`config.mk`:
```
export PLATFORM = sky130hd
export DESIGN_NAME = sscr_regs
export DESIGN_NICKNAME = d
export VERILOG_FILES = /design/src/sscr_pkg.sv /design/src/sscr_sync.sv /design/src/sscr_regs.sv
export SDC_FILE = /design/constraint.sdc
export NUM_CORES = 1
export LEC_CHECK = 0
export BUFFER_PORTS_ARGS = -buffer_cell sky130_fd_sc_hd__buf_4
export CAP_MARGIN = 15
export CORE_MARGIN = 10
export CORE_UTILIZATION = 46
export DETAILED_ROUTE_END_ITERATION = 10
export MAX_ROUTING_LAYER = met4
export PLACE_DENSITY_LB_ADDON = 0.05
export SLEW_MARGIN = 15
export SYNTH_ARGS = -nofsm -noshare
export SYNTH_HDL_FRONTEND = slang
export SYNTH_HIERARCHICAL = 1
export SYNTH_SLANG_ARGS = --single-unit
```
`constraint.sdc`:
```
create_clock -name clock_in -period 1.4 [get_ports clock_in]
set_clock_uncertainty 0.05 [all_clocks]
set_input_delay 0.14 -clock clock_in [delete_from_list [all_inputs] [get_ports clock_in]]
set_output_delay 0.14 -clock clock_in [all_outputs]
set_load 0.05 [all_outputs]
```
`src/sscr_pkg.sv`:
```
// Constants, offsets and carrier types for the supply switch, regulator and random control block.
// Assumes an 8-bit register port on the CPU clock, one aligned byte per address.
package sscr_pkg;

  // ==========================================================================
  // Register offsets
  localparam logic [15:0] SSCR_ADDR_RNG_DATA = 16'h6105;
  localparam logic [15:0] SSCR_ADDR_CTRL     = 16'h6106;
  localparam logic [15:0] SSCR_ADDR_REG      = 16'h6109;
  localparam logic [15:0] SSCR_ADDR_IRQ_STAT = 16'h6110;
  localparam logic [15:0] SSCR_ADDR_IRQ_EN   = 16'h6111;
  localparam logic [15:0] SSCR_ADDR_IRQ_CLR  = 16'h6112;

  // ==========================================================================
  // Secure supply and random control field positions
  localparam int SSCR_CTRL_MASK_BIT     = 6;
  localparam int SSCR_CTRL_OVERLOAD_BIT = 5;
  localparam int SSCR_CTRL_SUPPLY_BIT   = 4;
  localparam int SSCR_CTRL_FORCE_BIT    = 2;
  localparam int SSCR_CTRL_READY_BIT    = 1;
  localparam int SSCR_CTRL_FIXED_BIT    = 0;
  localparam logic [7:0] SSCR_CTRL_RESET = 8'h41;

  // ==========================================================================
  // Regulator control field positions
  localparam int SSCR_REG_OC_BIT     = 5;
  localparam int SSCR_REG_SEL_LSB    = 3;
  localparam int SSCR_REG_OFFSET_BIT = 2;
  localparam int SSCR_REG_SOFTBW_BIT = 1;
  localparam int SSCR_REG_BWSRC_BIT  = 0;
  localparam logic [7:0] SSCR_REG_RESET = 8'h04;

  // Overcurrent thresholds in mA, indexed by the two-bit select field.
  localparam int SSCR_OC_MA_SEL0 = 300;
  localparam int SSCR_OC_MA_SEL1 = 210;
  localparam int SSCR_OC_MA_SEL2 = 180;
  localparam int SSCR_OC_MA_SEL3 = 150;
  // Switch current limit in mA.
  localparam int SSCR_LIMIT_MA = 40;

  // ==========================================================================
  // Interrupt bits
  localparam int SSCR_IRQ_OC       = 0;
  localparam int SSCR_IRQ_OVERLOAD = 1;
  localparam int SSCR_IRQ_RNG      = 2;
  localparam int SSCR_IRQ_W        = 3;
  localparam logic [2:0] SSCR_IRQ_RESET = 3'h0;

  // Analog comparator outputs; oc_above[n] is high above threshold SEL n.
  typedef struct packed {
    logic [3:0] oc_above;
    logic       limiter_active;
    logic       rf_detected;
  } sscr_analog_t;

  // Raw pad levels of the secure-chip signal inputs.
  typedef struct packed {
    logic secure_signal;
    logic shared_port;
  } sscr_pads_t;

endpackage

```
`src/sscr_sync.sv`:
```
// Two-flip-flop synchroniser for independent single-bit levels.
// Assumes each bit is unrelated to the others; no word coherence is given.
`timescale 1ns/1ns
`default_nettype none
module sscr_sync #(
  parameter int WIDTH = 1
) (
  input  wire logic             clock_in,
  input  wire logic             sys_rst_in,
  input  wire logic [WIDTH-1:0] async_in,
  output logic      [WIDTH-1:0] sync_out
);

  logic [WIDTH-1:0] stage1;

  if (WIDTH < 1)
  begin : g_check
    $error("sscr_sync needs WIDTH of at least one");
  end

  // ==========================================================================
  // Synchroniser chain
  always_ff @(posedge clock_in)
  begin
    if (sys_rst_in)
    begin
      stage1   <= '0;
      sync_out <= '0;
    end
    else
    begin
      stage1   <= async_in;
      sync_out <= stage1;
    end
  end

endmodule
`default_nettype wire

```
`src/sscr_regs.sv`:
```
// Control and status registers for the linear regulator, the secure-chip supply switch
// and the random generator handshake, with a small interrupt unit.
// Assumes analog comparator and pad levels are asynchronous; random data arrives on clock_in.
// Operation
// - Overcurrent flag sets when current passes the threshold chosen by select field.
// - Overcurrent reaches the interrupt only when its enable bit is one.
// - Offset enable resets to one; one keeps offset, zero removes it.
// - Software bandwidth bit: zero reduced bandwidth, one increased bandwidth.
// - Source bit one follows software bit; zero follows RF detector, reduced on field.
// - Supply enable zero grounds secure supply; one powers chip and pads.
// - Overload status bit is high while the 40 mA limiter is active.
// - Mask bit, reset one, holds signal input zero and port input one.
// - Force bit one runs the generator continuously; zero leaves contactless unit control.
// - Ready flag sets when a new random number is available.
// - Reading the random data register clears the ready flag.
//
// The plain strobed port is this design's own decision.
`timescale 1ns/1ns
`default_nettype none
module sscr_regs
  import sscr_pkg::*;
(
  input  wire logic         clock_in,
  input  wire logic         sys_rst_in,
  input  wire logic [15:0]  addr_in,
  input  wire logic [7:0]   wr_data_in,
  input  wire logic         wr_en_in,
  input  wire logic         rd_en_in,
  output logic      [7:0]   rd_data_out,
  input  wire sscr_analog_t analog_in,
  input  wire sscr_pads_t   pads_in,
  input  wire logic         rng_valid_in,
  input  wire logic [7:0]   rng_data_in,
  output logic              regulator_offset_en_out,
  output logic              regulator_high_bw_out,
  output logic              secure_supply_en_out,
  output logic              rng_force_run_out,
  output logic              secure_signal_input_out,
  output logic              shared_port_input_out,
  output logic              irq_out
);

  // ==========================================================================
  // Synchronised inputs
  sscr_analog_t analog_s;
  sscr_pads_t   pads_s;

  sscr_sync #(
    .WIDTH ($bits(sscr_analog_t) + $bits(sscr_pads_t))
  ) u_sync (
    .clock_in   (clock_in),
    .sys_rst_in (sys_rst_in),
    .async_in   ({analog_in, pads_in}),
    .sync_out   ({analog_s, pads_s})
  );

  // ==========================================================================
  // State
  logic [1:0]          oc_sel;
  logic                offset_en;
  logic                soft_bw;
  logic                bw_src;
  logic                oc_status;
  logic                mask_inputs;
  logic                supply_en;
  logic                force_rng;
  logic                rng_ready;
  logic [7:0]          rng_data;
  logic                overload_q;
  logic [SSCR_IRQ_W-1:0] irq_stat;
  logic [SSCR_IRQ_W-1:0] irq_en;
  logic [7:0]          next_rd_data;

  logic wr_ctrl;
  logic wr_reg;
  logic rd_rng;
  logic oc_detect;
  logic [SSCR_IRQ_W-1:0] irq_set;

  assign wr_ctrl = wr_en_in && (addr_in == SSCR_ADDR_CTRL);
  assign wr_reg  = wr_en_in && (addr_in == SSCR_ADDR_REG);
  assign rd_rng  = rd_en_in && (addr_in == SSCR_ADDR_RNG_DATA);

  assign oc_detect = analog_s.oc_above[oc_sel];

  // ==========================================================================
  // Regulator control register
  always_ff @(posedge clock_in)
  begin
    if (sys_rst_in)
    begin
      oc_sel    <= SSCR_REG_RESET[SSCR_REG_SEL_LSB +: 2];
      offset_en <= SSCR_REG_RESET[SSCR_REG_OFFSET_BIT];
      soft_bw   <= SSCR_REG_RESET[SSCR_REG_SOFTBW_BIT];
      bw_src    <= SSCR_REG_RESET[SSCR_REG_BWSRC_BIT];
    end
    else if (wr_reg)
    begin
      oc_sel    <= wr_data_in[SSCR_REG_SEL_LSB +: 2];
      offset_en <= wr_data_in[SSCR_REG_OFFSET_BIT];
      soft_bw   <= wr_data_in[SSCR_REG_SOFTBW_BIT];
      bw_src    <= wr_data_in[SSCR_REG_BWSRC_BIT];
    end
  end

  always_ff @(posedge clock_in)
  begin
    if (sys_rst_in)
      oc_status <= SSCR_REG_RESET[SSCR_REG_OC_BIT];
    else if (oc_detect)
      oc_status <= 1'b1;
  end

  // ==========================================================================
  // Secure supply and random control register
  always_ff @(posedge clock_in)
  begin
    if (sys_rst_in)
    begin
      mask_inputs <= SSCR_CTRL_RESET[SSCR_CTRL_MASK_BIT];
      supply_en   <= SSCR_CTRL_RESET[SSCR_CTRL_SUPPLY_BIT];
      force_rng   <= SSCR_CTRL_RESET[SSCR_CTRL_FORCE_BIT];
    end
    else if (wr_ctrl)
    begin
      mask_inputs <= wr_data_in[SSCR_CTRL_MASK_BIT];
      supply_en   <= wr_data_in[SSCR_CTRL_SUPPLY_BIT];
      force_rng   <= wr_data_in[SSCR_CTRL_FORCE_BIT];
    end
  end

  // New data beats a read clear or a software write in the same cycle.
  always_ff @(posedge clock_in)
  begin
    if (sys_rst_in)
      rng_ready <= SSCR_CTRL_RESET[SSCR_CTRL_READY_BIT];
    else if (rng_valid_in)
      rng_ready <= 1'b1;
    else if (rd_rng)
      rng_ready <= 1'b0;
    else if (wr_ctrl)
      rng_ready <= wr_data_in[SSCR_CTRL_READY_BIT];
  end

  always_ff @(posedge clock_in)
  begin
    if (sys_rst_in)
      rng_data <= 8'h00;
    else if (rng_valid_in)
      rng_data <= rng_data_in;
  end

  // ==========================================================================
  // Interrupt unit
  always_ff @(posedge clock_in)
  begin
    if (sys_rst_in)
      overload_q <= 1'b0;
    else
      overload_q <= analog_s.limiter_active;
  end

  always_comb
  begin
    irq_set                    = '0;
    irq_set[SSCR_IRQ_OC]       = oc_detect && !oc_status;
    irq_set[SSCR_IRQ_OVERLOAD] = analog_s.limiter_active && !overload_q;
    irq_set[SSCR_IRQ_RNG]      = rng_valid_in;
  end

  // A status bit set in the same cycle as its clear stays set.
  always_ff @(posedge clock_in)
  begin
    if (sys_rst_in)
      irq_stat <= SSCR_IRQ_RESET;
    else if (wr_en_in && (addr_in == SSCR_ADDR_IRQ_CLR))
      irq_stat <= (irq_stat & ~wr_data_in[SSCR_IRQ_W-1:0]) | irq_set;
    else
      irq_stat <= irq_stat | irq_set;
  end

  always_ff @(posedge clock_in)
  begin
    if (sys_rst_in)
      irq_en <= SSCR_IRQ_RESET;
    else if (wr_en_in && (addr_in == SSCR_ADDR_IRQ_EN))
      irq_en <= wr_data_in[SSCR_IRQ_W-1:0];
  end

  assign irq_out = |(irq_stat & irq_en);

  // ==========================================================================
  // Read port
  always_comb
  begin
    next_rd_data = 8'h00;
    if (rd_en_in)
    begin
      unique case (addr_in)
        SSCR_ADDR_RNG_DATA:
          next_rd_data = rng_data;
        SSCR_ADDR_CTRL:
        begin
          next_rd_data[SSCR_CTRL_MASK_BIT]     = mask_inputs;
          next_rd_data[SSCR_CTRL_OVERLOAD_BIT] = analog_s.limiter_active;
          next_rd_data[SSCR_CTRL_SUPPLY_BIT]   = supply_en;
          next_rd_data[SSCR_CTRL_FORCE_BIT]    = force_rng;
          next_rd_data[SSCR_CTRL_READY_BIT]    = rng_ready;
          next_rd_data[SSCR_CTRL_FIXED_BIT]    = SSCR_CTRL_RESET[SSCR_CTRL_FIXED_BIT];
        end
        SSCR_ADDR_REG:
        begin
          next_rd_data[SSCR_REG_OC_BIT]         = oc_status;
          next_rd_data[SSCR_REG_SEL_LSB +: 2]   = oc_sel;
          next_rd_data[SSCR_REG_OFFSET_BIT]     = offset_en;
          next_rd_data[SSCR_REG_SOFTBW_BIT]     = soft_bw;
          next_rd_data[SSCR_REG_BWSRC_BIT]      = bw_src;
        end
        SSCR_ADDR_IRQ_STAT:
          next_rd_data[SSCR_IRQ_W-1:0] = irq_stat;
        SSCR_ADDR_IRQ_EN:
          next_rd_data[SSCR_IRQ_W-1:0] = irq_en;
        default:
          next_rd_data = 8'h00;
      endcase
    end
  end

  always_ff @(posedge clock_in)
  begin
    if (sys_rst_in)
      rd_data_out <= 8'h00;
    else
      rd_data_out <= next_rd_data;
  end

  // ==========================================================================
  // Analog and pad controls
  // offset enable drive
  assign regulator_offset_en_out = offset_en;
  assign regulator_high_bw_out   = bw_src ? soft_bw : !analog_s.rf_detected;
  assign secure_supply_en_out    = supply_en;
  assign rng_force_run_out       = force_rng;
  assign secure_signal_input_out = mask_inputs ? 1'b0 : pads_s.secure_signal;
  assign shared_port_input_out   = mask_inputs ? 1'b1 : pads_s.shared_port;
endmodule
`default_nettype wire

```
==> out/results.ini, run 1 <==
[flow_run]
max-cap-violations=0

[layout]
postLayoutCoreUtil_pct=62.6
final_cell_mix=59 x buf_4, 46 x dfxtp_1, 23 x nor2_1
final_nets=301
diodes=0
finalNonFillerCells=309
layout_commonest_cell=buf_4
drive_gt1_share_pct=41.2
area_growth_pct=33.4
nFillCells=409
stdcell_area_um2=2710

[critical_path]
crit_path_start_kind=register
rrSetupSlack_ps=160
crit_arrival_ps=1230
rr_endpoint=irq_stat[0]
cp_max_fo=2
worst-setup-path-type=register to output pin
crit_required_ps=1210
critPathCaptureType=output pin
worstReg2RegStart=oc_sel[0]
ff2ff_path_depth=3

[die]
rows=24
initial_core_util_pct=46.9
die-width_um=86.4
dieArea_um2=7460
die_h_um=86.4
pin_count=60
core_area_um2=4320

[run_status]
violations=setup timing
status=complete, but fails checks

[placement]
post-place-cells=293
hpwl_mm=3.80
dp_slack_ps=-287
portBuffers=57
post_dp_cell_area_um2=2500
gp_congestion=0.871

[global_route]
grt_max_degree=37
track_usage_pct=13.5
grt_antenna_before_repair=0
grt_pass1_wl_mm=7.99
grt_remaining_overflow=0
first_global_vias=1700

[clock_tree]
cts_buffers=5
root_buffer=clkbuf_8
cts_tree=built
cts.sink_count=49
cts_max_level=2
clk_latency_ps=300
clkSlewWorstSetupHoldPaths_ps=90
clock_path_buffers=2

[power]
total_power_mw=2.72
pwr-share-seq_pct=53.5
switching_share_pct=22.1
switchingPower_uw=601
ir_drop_v=0.000685
p_int_mw=2.12
p_leak_nw=1.19
clockPowerShare_pct=37.2
comb_power_share_pct=9.3
power_density_nw_per_um2=1010

[timing]
drv_slew=0
finalCriticalPeriod_ps=1420
slew_headroom_pct=75.2
setup_ws_ps=-16.0
holdWs_ps=11.1
rsz0062_at_grt=true
hold_viol_final=0
timing.final.crit_share_pct=101
fmax_ghz=0.706
worst_pin_slew_ps=371
finalSetupTns_ps=-16.0
setup_violations=1

[synth]
yosys.area.top_type=dfxtp_1
syn_inst=189
netlist.area_leader.share_pct=48.4
async_flop_share_pct=0
synth_edf_count=0
synth_flop_cell=dfxtp_1
yosysWarnings=6
synth_seq_cells=49
synth_area_leaders=dfxtp_1 48%, mux2i_1 8.4%, nor2_1 4.3%
syn_area_um2=2030
syn_nets=234
synth_cell_type_count=41
synthesis.area_per_instance_um2=10.7
yosysSeqAreaShare_pct=48.4

[detailed_routing]
drt_pass1_iterations=4
postRouteAntennaNets=0
avgViaCountPerCell=5.14
drcViolationCount=0
drtIter0Drc=63
wl_per_cell_um=15.7
wl_mm=4.85
routed-via-count=1588

[min_path]
hold-path-endpoint=u_sync/stage1[3]
min_path_type=primary input to register
min_delay_path_depth=2
hp-start=analog_in[1]

[worst max path at each step]
stage               startpoint                 endpoint  slack [ps]  depth (start not counted)
global placement    addr_in[5]  regulator_offset_en_out        -230                          5
global route         irq_en[2]                  irq_out         -90                          3
detailed placement  addr_in[5]  regulator_offset_en_out        -290                          5
finish               irq_en[2]                  irq_out         -20                          3
floorplan               bw_src    regulator_high_bw_out         0.8                          1
CTS                  irq_en[2]                  irq_out         -20                          3
[Yosys cell counts, types with 4 or more instances]
master     n
mux2i_1   17
and2b_2    6
a21oi_1   10
nor2b_2    7
a22oi_1    4
nor2b_1    7
inv_1      7
nand2_1    6
dfxtp_1   49
nor2_1    23
clkbuf_1   4
nand3_1    4
[power groups by stage]
stage / combinational (mW) / clock [mW] / sequential, mW
2_1_floorplan: 0.113 / 0 / 1.48
6_report: 0.254 / 1.01 / 1.46
5_1_grt: 0.277 / 1.10 / 1.46
3_3_place_gp: 0.231 / 0 / 1.49
4_1_cts: 0.253 / 1.04 / 1.46
3_5_place_dp: 0.239 / 0 / 1.49
[area by class of cell]
class / instances / area [um2] / share of cell area [%]
flip-flops and latches: 49 / 985 / 36.4
multi-input cells: 125 / 981 / 36.3
repair buffers: 68 / 536 / 19.8
clock buffers: 5 / 68.8 / 2.54
well taps: 52 / 65.1 / 2.41
clock inverters: 3 / 43.8 / 1.62
inverters: 7 / 26.3 / 0.971
[kinds of logic (layout without fill, tap and decap cells)]
logic type | Yosys count | after routing | synth area share, %
simple gates | 76 | 76 | 27.4
flops | 49 | 49 | 48.4
mux | 21 | 21 | 11.2
compound gates | 28 | 28 | 9.75
buf+inv | 15 | 83 | 3.33
[registers in the layout, summed over array words and instances, names as in the netlist, 2 cells and up]
name / cells
rd_data_out: 8
rng_data: 8
u_sync/stage1: 8
u_sync/sync_out: 8
irq_en: 3
irq_stat: 3
oc_sel: 2
[worst max-delay path: stages (launching register included)]
cell and delay, ps:
dfxtp_2 330, a222oi_1 340, inv_1 90, buf_6 160
[timing repair]
item                       4_1_cts  5_1_grt
hold endpoints to repair         6        1
gates resized for setup          3        3
hold buffers                     6        1
pin swaps                        1        0
setup endpoints to repair        1       10
setup buffers                    1        0
[layer usage]
layer / track usage, % / wire length [um]
met1: 14.8 / 2020
met2: 22.2 / 2440
met3: 4.50 / 308
met4: 5.15 / 81
met5: - / 0
Power figures use the tool's default switching activity.
==> run 2: changes to the inputs <==
--- a/config.mk
+++ b/config.mk
@@ -9,9 +9,11 @@
 export CAP_MARGIN = 15
 export CORE_MARGIN = 10
 export CORE_UTILIZATION = 46
+export CTS_CLUSTER_SIZE = 10
 export DETAILED_ROUTE_END_ITERATION = 10
 export MAX_ROUTING_LAYER = met4
 export PLACE_DENSITY_LB_ADDON = 0.05
+export SETUP_SLACK_MARGIN = 0.02
 export SLEW_MARGIN = 15
 export SYNTH_ARGS = -nofsm -noshare
 export SYNTH_HDL_FRONTEND = slang
==> run 2 against run 1 <==
Effect of this change:
- the flow still finishes with violations (setup timing)
- power fell by 6.4%
- largest power group unchanged
- clock power fell by 18%
- design area rose by 0.88%
- register-to-register slack got worse by 20 ps
- non-clock buffer count rose by 5
==> out/results.ini, run 2 (same netlist as run 1, synthesis figures left out) <==
[placement]
hpwl_mm=3.79
dp_slack_ps=-251
portBuffers=57
gp_congestion=0.895
post_dp_cell_area_um2=2540

[detailed_routing]
postRouteAntennaNets=0
routed-via-count=1568
avgViaCountPerCell=4.99
drtIter0Drc=104
wl_per_cell_um=15.7
drt_pass1_iterations=7
drcViolationCount=0
wl_mm=4.93

[clock_tree]
clk_latency_ps=300
cts.sink_count=49
clkSlewWorstSetupHoldPaths_ps=90
cts_max_level=2
root_buffer=clkbuf_8
cts_buffers=5
cts_tree=built
clock_path_buffers=2

[global_route]
first_global_vias=1700
grt_remaining_overflow=0
grt_pass1_wl_mm=8.06
grt_antenna_before_repair=0
grt_max_degree=44
track_usage_pct=13.7

[critical_path]
critPathCaptureType=output pin
crit_path_start_kind=register
crit_required_ps=1210
crit_arrival_ps=1220
worst-setup-path-type=register to output pin
crit_slowest_cell=a222oi_1
cp_max_fo=2
slowest_delay_ps=340
cp_cell_sequence=a222oi_1 > inv_1 > buf_6
cp_top_family=compound AO/OA/AOI/OAI gates
critical_path_buf_inv_count=2

[die]
pin_count=60
die_h_um=86.4
core_area_um2=4320
initial_core_util_pct=46.9
rows=24
dieArea_um2=7460
die-width_um=86.4

[timing]
holdWs_ps=13.8
fmax_ghz=0.709
drv_slew=0
timing.final.crit_share_pct=101
slew_headroom_pct=70.2
setup_violations=1
rsz0062_at_grt=true
setup_ws_ps=-11.3
hold_viol_final=0
finalCriticalPeriod_ps=1410
worst_pin_slew_ps=446
finalSetupTns_ps=-11.3

[power]
p_leak_nw=1.20
clockPowerShare_pct=32.6
pwr-share-seq_pct=57.2
switching_share_pct=23.7
power_density_nw_per_um2=934
comb_power_share_pct=10.2
switchingPower_uw=603
total_power_mw=2.55
ir_drop_v=0.000731
p_int_mw=1.95

[layout]
nFillCells=377
area_growth_pct=34.5
multi_input_area_um2=985
final_cell_mix=63 x buf_4, 44 x dfxtp_1, 23 x nor2_1
layout_commonest_cell=buf_4
diodes=0
drive_gt1_share_pct=43.1
seqCellArea_um2=987
stdcell_area_um2=2730
final_nets=306

[min_path]
min_path_type=primary input to register

[flow_run]
max-cap-violations=0

[run_status]
status=complete, but fails checks
violations=setup timing

-- run 2: cell types whose count changed in the layout (fill, tap and decap cells not counted) --
cell | before | now
buf_4 | 59 | 63
dfxtp_1 | 46 | 44
dfxtp_2 | 3 | 5
o21ai_0 | 3 | 1
o21ai_1 | 0 | 2
bufinv_16 | 1 | 0
clkinvlp_4 | 0 | 1
dlygate4sd3_1 | 7 | 8
mux2i_1 | 17 | 16
mux2i_2 | 0 | 1
-- run 2: cell type report --
class | instances | area share, %
well taps | 52 | 2.38
multi-input cells | 125 | 36.1
repair buffers | 73 | 21.1
inverters | 7 | 0.963
clock inverters | 3 | 0.779
clock buffers | 5 | 2.52
flip-flops and latches | 49 | 36.2
-- run 2: worst paths after layout --
check | from | to | slack, ps | depth (start not counted)
max | irq_en[2] | irq_out | -10 | 3
min | analog_in[3] | u_sync/stage1[5] | 10 | 2
max reg2reg | oc_sel[0] | irq_stat[0] | 140 | 3
min reg2reg | u_sync/stage1[6] | u_sync/sync_out[6] | 390 | 1
-- run 2: what timing repair did --
action,CTS,global route
endpoints found under the setup margin,1,7
buffers inserted,1,0
resized for setup,2,8
pin swaps,1,3
hold endpoints to repair,6,2
hold buffers,6,2
-- run 2: worst register-to-register path: stages, from the launching register on --
cell and delay (ps):
dfxtp_1 380, mux4_2 540, nand2b_1 100, a21oi_1 60
-- run 2: per-layer routing --
metal  track usage, %  share of wire [%]  vias up
li1                 -                  -      797
met3             4.50                6.0        4
met4             3.39               0.65        0
met5                -                  0        -
met1             15.5                 42      725
met2             22.8                 51       42
-- run 2: metrics by stage --
step	cells	util [%]
floorplan	189	-
global placement	297	58.7
detailed placement	297	58.7
CTS	312	62.4
global route	314	63.1
finish	314	63.1
-- run 2: power groups by stage --
stage | combinational, mW | clock (mW) | sequential, mW
floorplan | 0.114 | 0 | 1.48
global placement | 0.233 | 0 | 1.49
detailed placement | 0.240 | 0 | 1.49
CTS | 0.254 | 0.863 | 1.46
global route | 0.285 | 0.928 | 1.46
finish | 0.260 | 0.832 | 1.46
